===== config.mk =====
export PLATFORM = sky130hd
export DESIGN_NAME = mlsp_top
export DESIGN_NICKNAME = d
export VERILOG_FILES = /design/src/hdl/mlsp_pkg.sv /design/src/hdl/mlsp_clkgen.sv /design/src/hdl/mlsp_top.sv
export VERILOG_INCLUDE_DIRS = /design/src /design/src/hdl
export SDC_FILE = /design/constraint.sdc
export NUM_CORES = 1
export LEC_CHECK = 0
export BUFFER_PORTS_ARGS = -buffer_cell sky130_fd_sc_hd__buf_2
export CORE_ASPECT_RATIO = 1.75
export CORE_MARGIN = 3
export CORE_UTILIZATION = 54
export CTS_CLUSTER_DIAMETER = 120
export DETAILED_ROUTE_END_ITERATION = 16
export PLACE_DENSITY = 0.82
export RECOVER_POWER = 50
export SLEW_MARGIN = 20
export SYNTH_ARGS = -nofsm -noshare
export SYNTH_HDL_FRONTEND = slang
export SYNTH_HIERARCHICAL = 1
export SYNTH_SLANG_ARGS = --single-unit

===== constraint.sdc =====
create_clock -name pclk -period 6.2 [get_ports pclk]
set_clock_uncertainty 0.15 [all_clocks]
set_input_delay 0.31 -clock pclk [delete_from_list [all_inputs] [get_ports pclk]]
set_output_delay 0.31 -clock pclk [all_outputs]
set_load 0.05 [all_outputs]

===== src/hdl/mlsp_regs.svh =====
// Register map, field positions, reset values and timing counts
`ifndef MLSP_REGS_SVH
`define MLSP_REGS_SVH

// ----------------------------------------------------------------------
// Register byte offsets
// ----------------------------------------------------------------------
`define MLSP_OFF_CTRL0      8'h00
`define MLSP_OFF_CTRL1      8'h04
`define MLSP_OFF_PRESCALE   8'h08
`define MLSP_OFF_DATA       8'h0C
`define MLSP_OFF_STATUS     8'h10
`define MLSP_OFF_INT_STATUS 8'h14
`define MLSP_OFF_INT_MASK   8'h18

// ----------------------------------------------------------------------
// Field positions
// ----------------------------------------------------------------------
`define MLSP_C0_MODE_LSB    0
`define MLSP_C0_SRD_LSB     8
`define MLSP_C1_ENABLE      0
`define MLSP_C1_MASTER      1
`define MLSP_C1_DIR_RX      2
`define MLSP_C1_CLK_DRIVE   3
`define MLSP_ST_BUSY        0
`define MLSP_ST_RX_VALID    1
`define MLSP_ST_RELEASED    2
`define MLSP_IRQ_DONE       0
`define MLSP_IRQ_TIMEOUT    1

// ----------------------------------------------------------------------
// Lane mode codes, reset values, timing
// ----------------------------------------------------------------------
`define MLSP_MODE_LEGACY    2'h0
`define MLSP_MODE_DUAL      2'h1
`define MLSP_MODE_QUAD      2'h2
`define MLSP_PRESCALE_RST   8'h02
`define MLSP_PRESCALE_MIN   8'h02
`define MLSP_SRD_RST        8'h00
`define MLSP_CTRL1_RST      4'h0
`define MLSP_FRAME_BITS     8
`define MLSP_RX_TMO_CYC     32

`endif


===== src/hdl/mlsp_pkg.sv =====
// Types and shared decode helpers for the multi-lane serial port
package mlsp_pkg;
  `include "mlsp_regs.svh"

  typedef enum logic {MLSP_IDLE, MLSP_SHIFT} mlsp_state_t;

  // Rising serial clock edges in one frame for a lane mode
  function automatic logic [3:0] mlsp_frame_clks(input logic [1:0] mode);
    unique case (mode)
      `MLSP_MODE_DUAL: mlsp_frame_clks = 4'h4;
      `MLSP_MODE_QUAD: mlsp_frame_clks = 4'h2;
      default:         mlsp_frame_clks = 4'h8;
    endcase
  endfunction

  // True when the mode uses the data lanes both ways
  function automatic logic mlsp_multi(input logic [1:0] mode);
    mlsp_multi = (mode == `MLSP_MODE_DUAL) || (mode == `MLSP_MODE_QUAD);
  endfunction
endpackage


===== src/hdl/mlsp_clkgen.sv =====
// Serial clock half-period tick generator from prescale and divider
`timescale 1ns/10ps
`include "mlsp_regs.svh"
module mlsp_clkgen
  import mlsp_pkg::*;
#(
  parameter int PW = 8,
  parameter int DW = 8
) (
  // Clock and reset
  input  wire logic          pclk,
  input  wire logic          presetn,
  // Control
  input  wire logic          run,
  input  wire logic [PW-1:0] prescale,
  input  wire logic [DW-1:0] divider,
  // Half-period strobe
  output logic               tick
);

  logic [PW-1:0]    psc_eff;
  logic [PW+DW-1:0] half_w;
  logic [PW+DW-1:0] cnt_r;

  // Odd or too small prescale is rounded to a legal even value
  always_comb begin
    psc_eff = (prescale < `MLSP_PRESCALE_MIN) ? `MLSP_PRESCALE_MIN
                                              : {prescale[PW-1:1], 1'b0};
    half_w  = {{(DW+1){1'b0}}, psc_eff[PW-1:1]} *
              ({{PW{1'b0}}, divider} + 1'b1); // RULE6
  end

  // Count half periods; idle restarts so the first edge is a full half
  always_ff @(posedge pclk or negedge presetn) begin
    if (!presetn) begin
      cnt_r <= '0;
      tick  <= 1'b0;
    end else if (!run) begin
      cnt_r <= '0;
      tick  <= 1'b0;
    end else if (cnt_r >= half_w - 1'b1) begin
      cnt_r <= '0;
      tick  <= 1'b1; // RULE6
    end else begin
      cnt_r <= cnt_r + 1'b1;
      tick  <= 1'b0;
    end
  end

endmodule


===== src/hdl/mlsp_top.sv =====
// Multi-lane serial port: APB registers, lane control, rx timeout
//
// Contract
// RULE1: Direction bit in dual/quad makes lanes receive
// RULE2: Release lane drivers before first read clock
// RULE3: Software does one dummy read first
// RULE4: Every read, dummy included, emits serial clocks
// RULE5: Software may park clock pin during dummy
// RULE6: Clock equals system clock over prescale*(1+divider); odd prescale is rounded down to even, minimum 2
// RULE7: Receive timeout fires after exactly 32 clocks
// RULE8: Master timeout independent of prescale value
// RULE9: Slave timeout users keep prescale at two
//
// The APB interface to the registers and the register offsets were left to the implementer.
`timescale 1ns/10ps
`include "mlsp_regs.svh"
module mlsp_top
  import mlsp_pkg::*;
(
  // Clock and reset
  input  wire logic        pclk,
  input  wire logic        presetn,
  // APB slave
  input  wire logic        psel,
  input  wire logic        penable,
  input  wire logic        pwrite,
  input  wire logic [7:0]  paddr,
  input  wire logic [31:0] pwdata,
  output logic [31:0]      prdata,
  output logic             pready,
  output logic             pslverr,
  // Serial clock pin
  input  wire logic        sclk_i,
  output logic             sclk_o,
  output logic             sclk_oe,
  // Data lanes
  input  wire logic [3:0]  dat_i,
  output logic [3:0]       dat_o,
  output logic [3:0]       dat_oe,
  // Interrupt
  output logic             irq
);

  // --------------------------------------------------------------------
  // Registers and internal signals
  // --------------------------------------------------------------------
  logic [1:0]  mode_r;
  logic [7:0]  serial_rate_divider_r;
  logic [3:0]  port_control_one_r;
  logic [7:0]  clock_prescale_value_r;
  logic [7:0]  tx_hold_r, tx_sh_r, rx_sh_r, rx_data_r;
  logic        rx_valid_r;
  logic [1:0]  istat_r, imask_r;
  logic [3:0]  rises_r;
  logic [5:0]  tmo_cnt_r;
  logic        sclk_in_q_r;
  mlsp_state_t state_r;
  logic        en, master, dir_rx, multi, tick;
  logic        setup, acc, acc_wr, acc_rd;
  logic        start_m, sample_ev, shift_ev, done_ev, tmo_ev;
  logic [7:0]  rx_shift_nxt;
  logic [31:0] rd_nxt;
  logic        unmapped;

  assign en     = port_control_one_r[`MLSP_C1_ENABLE];
  assign master = port_control_one_r[`MLSP_C1_MASTER];
  assign dir_rx = port_control_one_r[`MLSP_C1_DIR_RX];
  assign multi  = mlsp_multi(mode_r);

  // --------------------------------------------------------------------
  // APB decode; one wait-free access phase, pready from a flop
  // --------------------------------------------------------------------
  assign setup  = psel && !penable;
  assign acc    = psel && penable && pready;
  assign acc_wr = acc && pwrite;
  assign acc_rd = acc && !pwrite;

  always_comb begin
    rd_nxt   = 32'h0000_0000;
    unmapped = 1'b0;
    unique case (paddr)
      `MLSP_OFF_CTRL0:      rd_nxt = {16'h0000, serial_rate_divider_r,
                                      6'h00, mode_r};
      `MLSP_OFF_CTRL1:      rd_nxt = {28'h0000000, port_control_one_r};
      `MLSP_OFF_PRESCALE:   rd_nxt = {24'h000000, clock_prescale_value_r};
      `MLSP_OFF_DATA:       rd_nxt = {24'h000000, rx_data_r};
      `MLSP_OFF_STATUS:     rd_nxt = {29'h00000000, dat_oe == 4'h0,
                                      rx_valid_r, state_r == MLSP_SHIFT};
      `MLSP_OFF_INT_STATUS: rd_nxt = {30'h00000000, istat_r};
      `MLSP_OFF_INT_MASK:   rd_nxt = {30'h00000000, imask_r};
      default:              unmapped = 1'b1;
    endcase
  end

  // Bus answer: data, ready and error captured in the setup cycle
  always_ff @(posedge pclk or negedge presetn) begin
    if (!presetn) begin
      pready  <= 1'b0;
      pslverr <= 1'b0;
      prdata  <= 32'h0000_0000;
    end else begin
      pready  <= setup;
      pslverr <= setup && unmapped;
      prdata  <= (setup && !pwrite) ? rd_nxt : 32'h0000_0000;
    end
  end

  // Configuration registers written by software
  always_ff @(posedge pclk or negedge presetn) begin
    if (!presetn) begin
      mode_r                 <= `MLSP_MODE_LEGACY;
      serial_rate_divider_r  <= `MLSP_SRD_RST;
      port_control_one_r     <= `MLSP_CTRL1_RST;
      clock_prescale_value_r <= `MLSP_PRESCALE_RST;
      imask_r                <= 2'h0;
      tx_hold_r              <= 8'h00;
    end else if (acc_wr) begin
      unique case (paddr)
        `MLSP_OFF_CTRL0: begin
          mode_r                <= pwdata[`MLSP_C0_MODE_LSB +: 2];
          serial_rate_divider_r <= pwdata[`MLSP_C0_SRD_LSB +: 8];
        end
        `MLSP_OFF_CTRL1:     port_control_one_r     <= pwdata[3:0];
        `MLSP_OFF_PRESCALE:  clock_prescale_value_r <= pwdata[7:0];
        `MLSP_OFF_INT_MASK:  imask_r                <= pwdata[1:0];
        `MLSP_OFF_DATA:      tx_hold_r              <= pwdata[7:0];
        default: ;
      endcase
    end
  end

  // --------------------------------------------------------------------
  // Serial clock generation and edge events
  // --------------------------------------------------------------------
  mlsp_clkgen #(.PW(8), .DW(8)) i_mlsp_clkgen (
    .pclk     (pclk),
    .presetn  (presetn),
    .run      (state_r == MLSP_SHIFT && master),
    .prescale (clock_prescale_value_r),
    .divider  (serial_rate_divider_r),
    .tick     (tick)
  );

  // Master start is refused, not deferred, while lanes are still driven in receive
  // mode, so the first read clock never meets our own drivers
  assign start_m = acc_wr && paddr == `MLSP_OFF_DATA && en && master &&
                   state_r == MLSP_IDLE &&
                   !(multi && dir_rx && dat_oe != 4'h0); // RULE2

  // Any accepted master data write, dummy or real, runs a full clocked frame
  assign sample_ev = master ? (tick && state_r == MLSP_SHIFT && !sclk_o)
                            : (en && sclk_i && !sclk_in_q_r); // RULE4
  assign shift_ev  = master ? (tick && state_r == MLSP_SHIFT && sclk_o)
                            : (en && !sclk_i && sclk_in_q_r);
  assign done_ev   = shift_ev && state_r == MLSP_SHIFT && rises_r == 4'h0;

  // Sample lanes: legacy takes one line, dual two, quad four
  always_comb begin
    unique case (mode_r)
      `MLSP_MODE_DUAL: rx_shift_nxt = {rx_sh_r[5:0], dat_i[1:0]};
      `MLSP_MODE_QUAD: rx_shift_nxt = {rx_sh_r[3:0], dat_i[3:0]};
      default:         rx_shift_nxt = {rx_sh_r[6:0],
                                       master ? dat_i[1] : dat_i[0]};
    endcase
  end

  // Frame sequencer: sample on rise, shift or finish on fall
  always_ff @(posedge pclk or negedge presetn) begin
    if (!presetn) begin
      state_r <= MLSP_IDLE;
      tx_sh_r <= 8'h00;
      rx_sh_r <= 8'h00;
      rises_r <= 4'h0;
    end else if (!en) begin
      state_r <= MLSP_IDLE;
    end else if (start_m) begin
      state_r <= MLSP_SHIFT;
      tx_sh_r <= pwdata[7:0];
      rises_r <= mlsp_frame_clks(mode_r);
    end else if (sample_ev) begin
      state_r <= MLSP_SHIFT;
      rx_sh_r <= rx_shift_nxt;
      rises_r <= (state_r == MLSP_IDLE) ? mlsp_frame_clks(mode_r) - 4'h1
                                        : rises_r - 4'h1;
    end else if (done_ev) begin
      state_r <= MLSP_IDLE;
    end else if (shift_ev && state_r == MLSP_SHIFT) begin
      tx_sh_r <= tx_sh_r << (4'h8 / mlsp_frame_clks(mode_r));
    end else if (state_r == MLSP_IDLE && !master) begin
      tx_sh_r <= tx_hold_r;
    end
  end

  // Serial clock pin; the drive bit lets software park the pin
  always_ff @(posedge pclk or negedge presetn) begin
    if (!presetn) begin
      sclk_o      <= 1'b0;
      sclk_oe     <= 1'b0;
      sclk_in_q_r <= 1'b0;
    end else begin
      sclk_in_q_r <= sclk_i;
      sclk_oe     <= en && master &&
                     port_control_one_r[`MLSP_C1_CLK_DRIVE]; // RULE5
      if (!master || state_r == MLSP_IDLE)
        sclk_o <= 1'b0;
      else if (tick)
        sclk_o <= !sclk_o; // RULE6
    end
  end

  // Lane drivers: receive direction in dual/quad drops every enable
  always_ff @(posedge pclk or negedge presetn) begin
    if (!presetn) begin
      dat_o  <= 4'h0;
      dat_oe <= 4'h0;
    end else begin
      unique case (mode_r)
        `MLSP_MODE_DUAL: begin
          dat_o  <= {2'h0, tx_sh_r[7:6]};
          dat_oe <= (en && !dir_rx) ? 4'h3 : 4'h0; // RULE1
        end
        `MLSP_MODE_QUAD: begin
          dat_o  <= tx_sh_r[7:4];
          dat_oe <= (en && !dir_rx) ? 4'hF : 4'h0; // RULE1
        end
        default: begin
          dat_o  <= master ? {3'h0, tx_sh_r[7]} : {2'h0, tx_sh_r[7], 1'b0};
          dat_oe <= !en ? 4'h0 : (master ? 4'h1 : 4'h2);
        end
      endcase
    end
  end

  // --------------------------------------------------------------------
  // Receive holding word and timeout
  // --------------------------------------------------------------------
  // New data wins over a read that clears the valid flag
  always_ff @(posedge pclk or negedge presetn) begin
    if (!presetn) begin
      rx_data_r  <= 8'h00;
      rx_valid_r <= 1'b0;
    end else if (done_ev) begin
      rx_data_r  <= rx_sh_r;
      rx_valid_r <= 1'b1;
    end else if (acc_rd && paddr == `MLSP_OFF_DATA) begin
      rx_valid_r <= 1'b0;
    end
  end

  // Counts system clocks only, so prescale and mode cannot shorten it
  always_ff @(posedge pclk or negedge presetn) begin
    if (!presetn)
      tmo_cnt_r <= 6'h00;
    else if (!rx_valid_r || done_ev)
      tmo_cnt_r <= 6'h00; // RULE8
    else if (tmo_cnt_r != 6'(`MLSP_RX_TMO_CYC))
      tmo_cnt_r <= tmo_cnt_r + 6'h01; // RULE7
  end

  assign tmo_ev = rx_valid_r && !done_ev &&
                  tmo_cnt_r == 6'(`MLSP_RX_TMO_CYC - 1); // RULE7

  // --------------------------------------------------------------------
  // Interrupts: sticky status, write one to clear, set wins
  // --------------------------------------------------------------------
  always_ff @(posedge pclk or negedge presetn) begin
    if (!presetn) begin
      istat_r <= 2'h0;
    end else begin
      istat_r[`MLSP_IRQ_DONE] <= done_ev || (istat_r[`MLSP_IRQ_DONE] &&
        !(acc_wr && paddr == `MLSP_OFF_INT_STATUS &&
          pwdata[`MLSP_IRQ_DONE]));
      istat_r[`MLSP_IRQ_TIMEOUT] <= tmo_ev || (istat_r[`MLSP_IRQ_TIMEOUT] &&
        !(acc_wr && paddr == `MLSP_OFF_INT_STATUS &&
          pwdata[`MLSP_IRQ_TIMEOUT]));
    end
  end

  always_ff @(posedge pclk or negedge presetn) begin
    if (!presetn)
      irq <= 1'b0;
    else
      irq <= |(istat_r & imask_r);
  end

  // --------------------------------------------------------------------
  // Assertions and helpers
  // --------------------------------------------------------------------
  logic [3:0]  rise_seen;
  logic [16:0] per_cnt, per_exp;
  logic [7:0]  psc_chk;
  always_comb begin
    psc_chk = (clock_prescale_value_r < `MLSP_PRESCALE_MIN) ?
              `MLSP_PRESCALE_MIN : {clock_prescale_value_r[7:1], 1'b0};
    per_exp = {9'h000, psc_chk} * ({9'h000, serial_rate_divider_r} + 17'h1);
  end
  always_ff @(posedge pclk or negedge presetn) begin
    if (!presetn) begin
      rise_seen <= 4'h0;
      per_cnt   <= 17'h0;
    end else begin
      if (start_m) rise_seen <= 4'h0;
      else if (sclk_o == 1'b0 && sample_ev) rise_seen <= rise_seen + 4'h1;
      per_cnt <= (state_r == MLSP_IDLE || (sample_ev && master)) ? 17'h1
                 : per_cnt + 17'h1;
    end
  end
endmodule


==> flow_summary_export.csv <==
group,metric,value,unit
logic_synthesis,synth_largest_area_cell,"dfrtp_1",
logic_synthesis,synth_xor_xnor_area_share,3.773,%
clock_network,cts_buffers,17,
worst_setup_path,ff2ff_setup_slack,-0.30,ns
logic_synthesis,yosysMostFrequentCell,"dfrtp_1",
clock_network,clk_latency,0.42,ns
worst_setup_path,path_max_fanout,8,
worst_setup_path,crit_required,6.33,ns
cells_and_area,fillers,1165,
worst_setup_path,crit_path_end_kind,"flip-flop",
worst_setup_path,cp.arrival,6.63,ns
flow_run,cap_violations,2,
drt,routed_wl,23360,microns
sta,hold_slack,0.01415,ns
drt,vias,7216,
pwr,power-per-cell-area,195.1,mW/mm^2
logic_synthesis,synth_area,0.008588,sq mm
logic_synthesis,ys_types,69,
sta,slew_violations,119,
placed_design,placed_cells,1150,
clock_network,cts_max_path_buffers,2,
floorplanning,die-width,101.3,microns
logic_synthesis,synth_mux_area_share,6.396,%
worst_setup_path,rr_worst_depth,22,
logic_synthesis,syn_inst,901,
floorplanning,start_util,55.53,%
worst_setup_path,worstSetupPathType,"reg -> reg",
run_status,violations,"max-capacitance violations, max-slew violations, negative setup slack",
clock_network,cts_tree,"done",
logic_synthesis,synthAdderAreaFrac,18.27,%
logic_synthesis,synth.area.top_cells,"dfrtp_1 (34%), ha_1 (9.2%), fa_1 (9.1%), mux2_2 (4.9%), nand2_1 (4.0%)",
sta,worst_slew_pin_slew,3.031,ns
sta,layout_min_cycle_time,6.499,ns
worst_hold_path,min_path_cells,2,
logic_synthesis,synth.ff_latch_count,116,
clock_network,h-tree-depth,4,
floorplanning,die_area,0.01751,sq mm
drt,drc,0,
cells_and_area,layout.cells.non_filler,1210,
floorplanning,chipHeight,172.8,microns
floorplanning,core,0.01546,sq mm
logic_synthesis,synth_top_family_by_area,"simple AND/OR/NAND/NOR gates",
cells_and_area,syn2layout_area_growth,19.29,%
worst_setup_path,startpoint,"serial_rate_divider_r[1]",
logic_synthesis,synth_top_area_share,33.51,%
worst_setup_path,cp-start-kind,"flip-flop",
global_routing,track_usage,25.69,%
drt,wl_met3,987,microns
placed_design,gp_congestion,0.9348,
sta,finalSetupTns,-4.642,ns
drt,firstDrtPassIters,5,
logic_synthesis,synth_commonest_cells,"dfrtp_1 (115), nand2_1 (91), inv_1 (90)",
drt,m1WireLength,8199,microns
logic_synthesis,synth_warnings,6,
logic_synthesis,synthArstFlopShare,100.0,%
sta,setup_ws,-0.2988,ns
global_routing,grt_overflow,0,
placed_design,dpl.hpwl,15560,microns
logic_synthesis,yosysSeqAreaShare,33.81,%
worst_setup_path,path_cells,"ha_2 -> nand3_4 -> xnor2_4 -> and2_1 -> fa_1 -> fa_1 -> fa_1 -> inv_1 -> fa_1 -> inv_2 -> ha_4 -> or3_4 -> o211ai_2 -> or4b_4 -> o311a_1 -> ha_1 -> nand4_1 -> nor3_2 -> o211ai_1 -> o211ai_4 -> clkbuf_16 -> nor3_1",
logic_synthesis,synth_edf_count,0,
drt,met2WireLength,12920,microns
global_routing,grt_first_pass_wirelength,35670,microns
worst_setup_path,reg2reg_from,"serial_rate_divider_r[1]",
run_status,status,"finished with violations",
logic_synthesis,synthSimpleGateAreaFrac,18.76,%
drt,ant_nets,0,
clock_network,cts.sinks,116,
drt,wl_per_cell,19.31,microns
global_routing,grt_max_degree,65,
pwr,max-vdd-ir-drop,0.1719,mV
sta,finalHoldViolations,0,
floorplanning,io_pins,95,
sta,rsz0062_at_grt,"yes",
worst_hold_path,hold_end,"tx_hold_r[4]",
floorplanning,rows,60,
logic_synthesis,synth_compound_area_share,12.02,%
cells_and_area,drive_gt1_share,20.72,%
worst_hold_path,min_path_type,"in -> reg",
worst_setup_path,slowest_stage,"fa_1",
worst_setup_path,r2r-end,"i_mlsp_clkgen/cnt_r[14]",
cells_and_area,fin_nets,1162,
worst_setup_path,worst-path-buf-inv,3,
clock_network,path_clk_slew,0.06,ns
logic_synthesis,postSynthAreaPerCell,9.532,sq um
placed_design,placed_cell_area,0.009226,sq mm
sta,post-route-period-util,104.8,%
sta,max-slew-margin-rel,-102.1,%
logic_synthesis,ys.flop_type,"dfrtp_1",
drt,drtIter0Drc,395,
worst_setup_path,max_stage_delay,0.57,ns
placed_design,portBuffers,62,
cells_and_area,fin_area,0.01024,sq mm
drt,viasPerCell,5.964,
worst_setup_path,crit_top_cell,"fa_1",
worst_hold_path,hold_path.startpoint,"pwdata[4]",
global_routing,antenna_found_initial,0,
drt,highest_layer,"met4",
pwr,leakagePower,4.895,nW
worst_setup_path,cpLargestDelayFamily,"adder cells",
sta,fmax,0.1539,GHz
global_routing,grt_pass1_vias,7437,
clock_network,clock-root-buffer,"clkbuf_16",
sta,setup_viol,17,
==> registers in the layout, indices dropped and copies added, names as in the netlist, 2 cells and up <==
register / count
imask_r: 2
i_mlsp_clkgen/cnt_r: 16
serial_rate_divider_r: 8
rx_sh_r: 8
dat_o: 4
dat_oe: 3
rx_data_r: 8
clock_prescale_value_r: 8
istat_r: 2
rises_r: 4
tmo_cnt_r: 6
prdata: 16
port_control_one_r: 4
tx_sh_r: 8
mode_r: 2
tx_hold_r: 8
==> layout by cell type, fill, tap and decap left out, types with 6 or more instances in the layout <==
master / netlist / final
clkbuf_1: 25 / 33
o21ai_0: 37 / 34
a22oi_1: 8 / 8
xnor2_1: 15 / 10
buf_4: 17 / 48
nor3_1: 25 / 19
nand2_1: 91 / 89
nor2_1: 37 / 35
mux2_2: 37 / 36
xor2_1: 22 / 21
nor3_2: 0 / 6
inv_1: 90 / 84
fa_1: 39 / 38
a21oi_1: 37 / 34
nand2b_1: 15 / 15
and3_1: 11 / 9
nor4_1: 5 / 6
buf_2: 7 / 30
dfrtp_1: 115 / 114
and2_1: 36 / 33
dlygate4sd3_1: 0 / 9
nand3_1: 22 / 20
conb_1: 1 / 16
a221o_1: 6 / 6
ha_1: 63 / 57
inv_2: 0 / 6
clkbuf_16: 0 / 18
mux2i_1: 11 / 11
a21o_1: 7 / 7
nor2b_1: 28 / 25
==> logic make-up after synthesis <==
group                      Yosys count
other                                1
xor gates and xnor gates            37
adders and majority gates          102
and+or+nand+nor                    304
buffers and inverters              139
AOI/OAI and AO/OA                  152
muxes                               50
DFF                                116
==> power breakdown <==
group	internal (mW)	switching (mW)	leakage, nW
Combinational	0.126	0.151	3.02
Sequential	0.763	0.00663	1.60
Clock	0.566	0.385	0.271
Total	1.46	0.543	4.90
==> metal layers <==
metal  track usage [%]  up-vias
met3             3.795       86
met4             13.75        0
met2             47.30      264
met1             27.10     3588
li1                  -     3278
met5                 0        -
==> timing repair <==
action,4_1_cts,5_1_grt
hold buffers,9,0
hold endpoints to repair,60,0
gates resized for setup,18,40
cloned,0,1
setup buffers,6,11
pin swaps,6,32
endpoints found under the setup margin,17,17
==> worst max path at each step <==
stage          cells after the start                       to
4_1_cts                           23       i_mlsp_clkgen/tick
2_1_floorplan                     23  i_mlsp_clkgen/cnt_r[10]
3_5_place_dp                      23  i_mlsp_clkgen/cnt_r[13]
5_1_grt                           25  i_mlsp_clkgen/cnt_r[14]
6_report                          22  i_mlsp_clkgen/cnt_r[14]
3_3_place_gp                      23  i_mlsp_clkgen/cnt_r[15]
==> through the flow <==
stage | power, mW | utilization [%] | setup WS (ns)
2_1_floorplan | 0.9134 | - | 0.001118
3_3_place_gp | 0.9795 | 59.66 | -0.02281
3_5_place_dp | 0.9841 | 59.66 | -0.1982
4_1_cts | 1.949 | 64.86 | 0.005926
5_1_grt | 2.054 | 66.23 | -0.4843
6_report | 1.998 | 66.25 | -0.2988
==> area by class of cell <==
cell class                      instances  area [sq um]  share of cell area (%)
Clock inverter                         13         123.9                   1.209
Sequential cell                       116          2905                   28.36
Tap cell                              186         232.7                   2.272
Timing Repair Buffer                  124         793.3                   7.743
Multi-Input combinational cell        661          5406                   52.77
Antenna cell                            1         2.502                 0.02443
Clock buffer                           19         442.9                   4.323
Inverter                               90         337.8                   3.298
==> worst reg2reg max path: stages (launching register included) <==
cell       delay (ns)
dfrtp_1          0.42
ha_2             0.26
nand3_4          0.15
xnor2_4          0.21
and2_1           0.22
fa_1             0.57
fa_1             0.46
fa_1             0.53
inv_1            0.06
fa_1             0.50
inv_2            0.05
ha_4             0.15
or3_4            0.38
o211ai_2         0.22
or4b_4           0.48
o311a_1          0.16
ha_1             0.29
nand4_1          0.14
nor3_2           0.26
o211ai_1         0.16
o211ai_4         0.28
clkbuf_16        0.20
nor3_1           0.05
No activity file was read; power rests on OpenSTA's default activity.
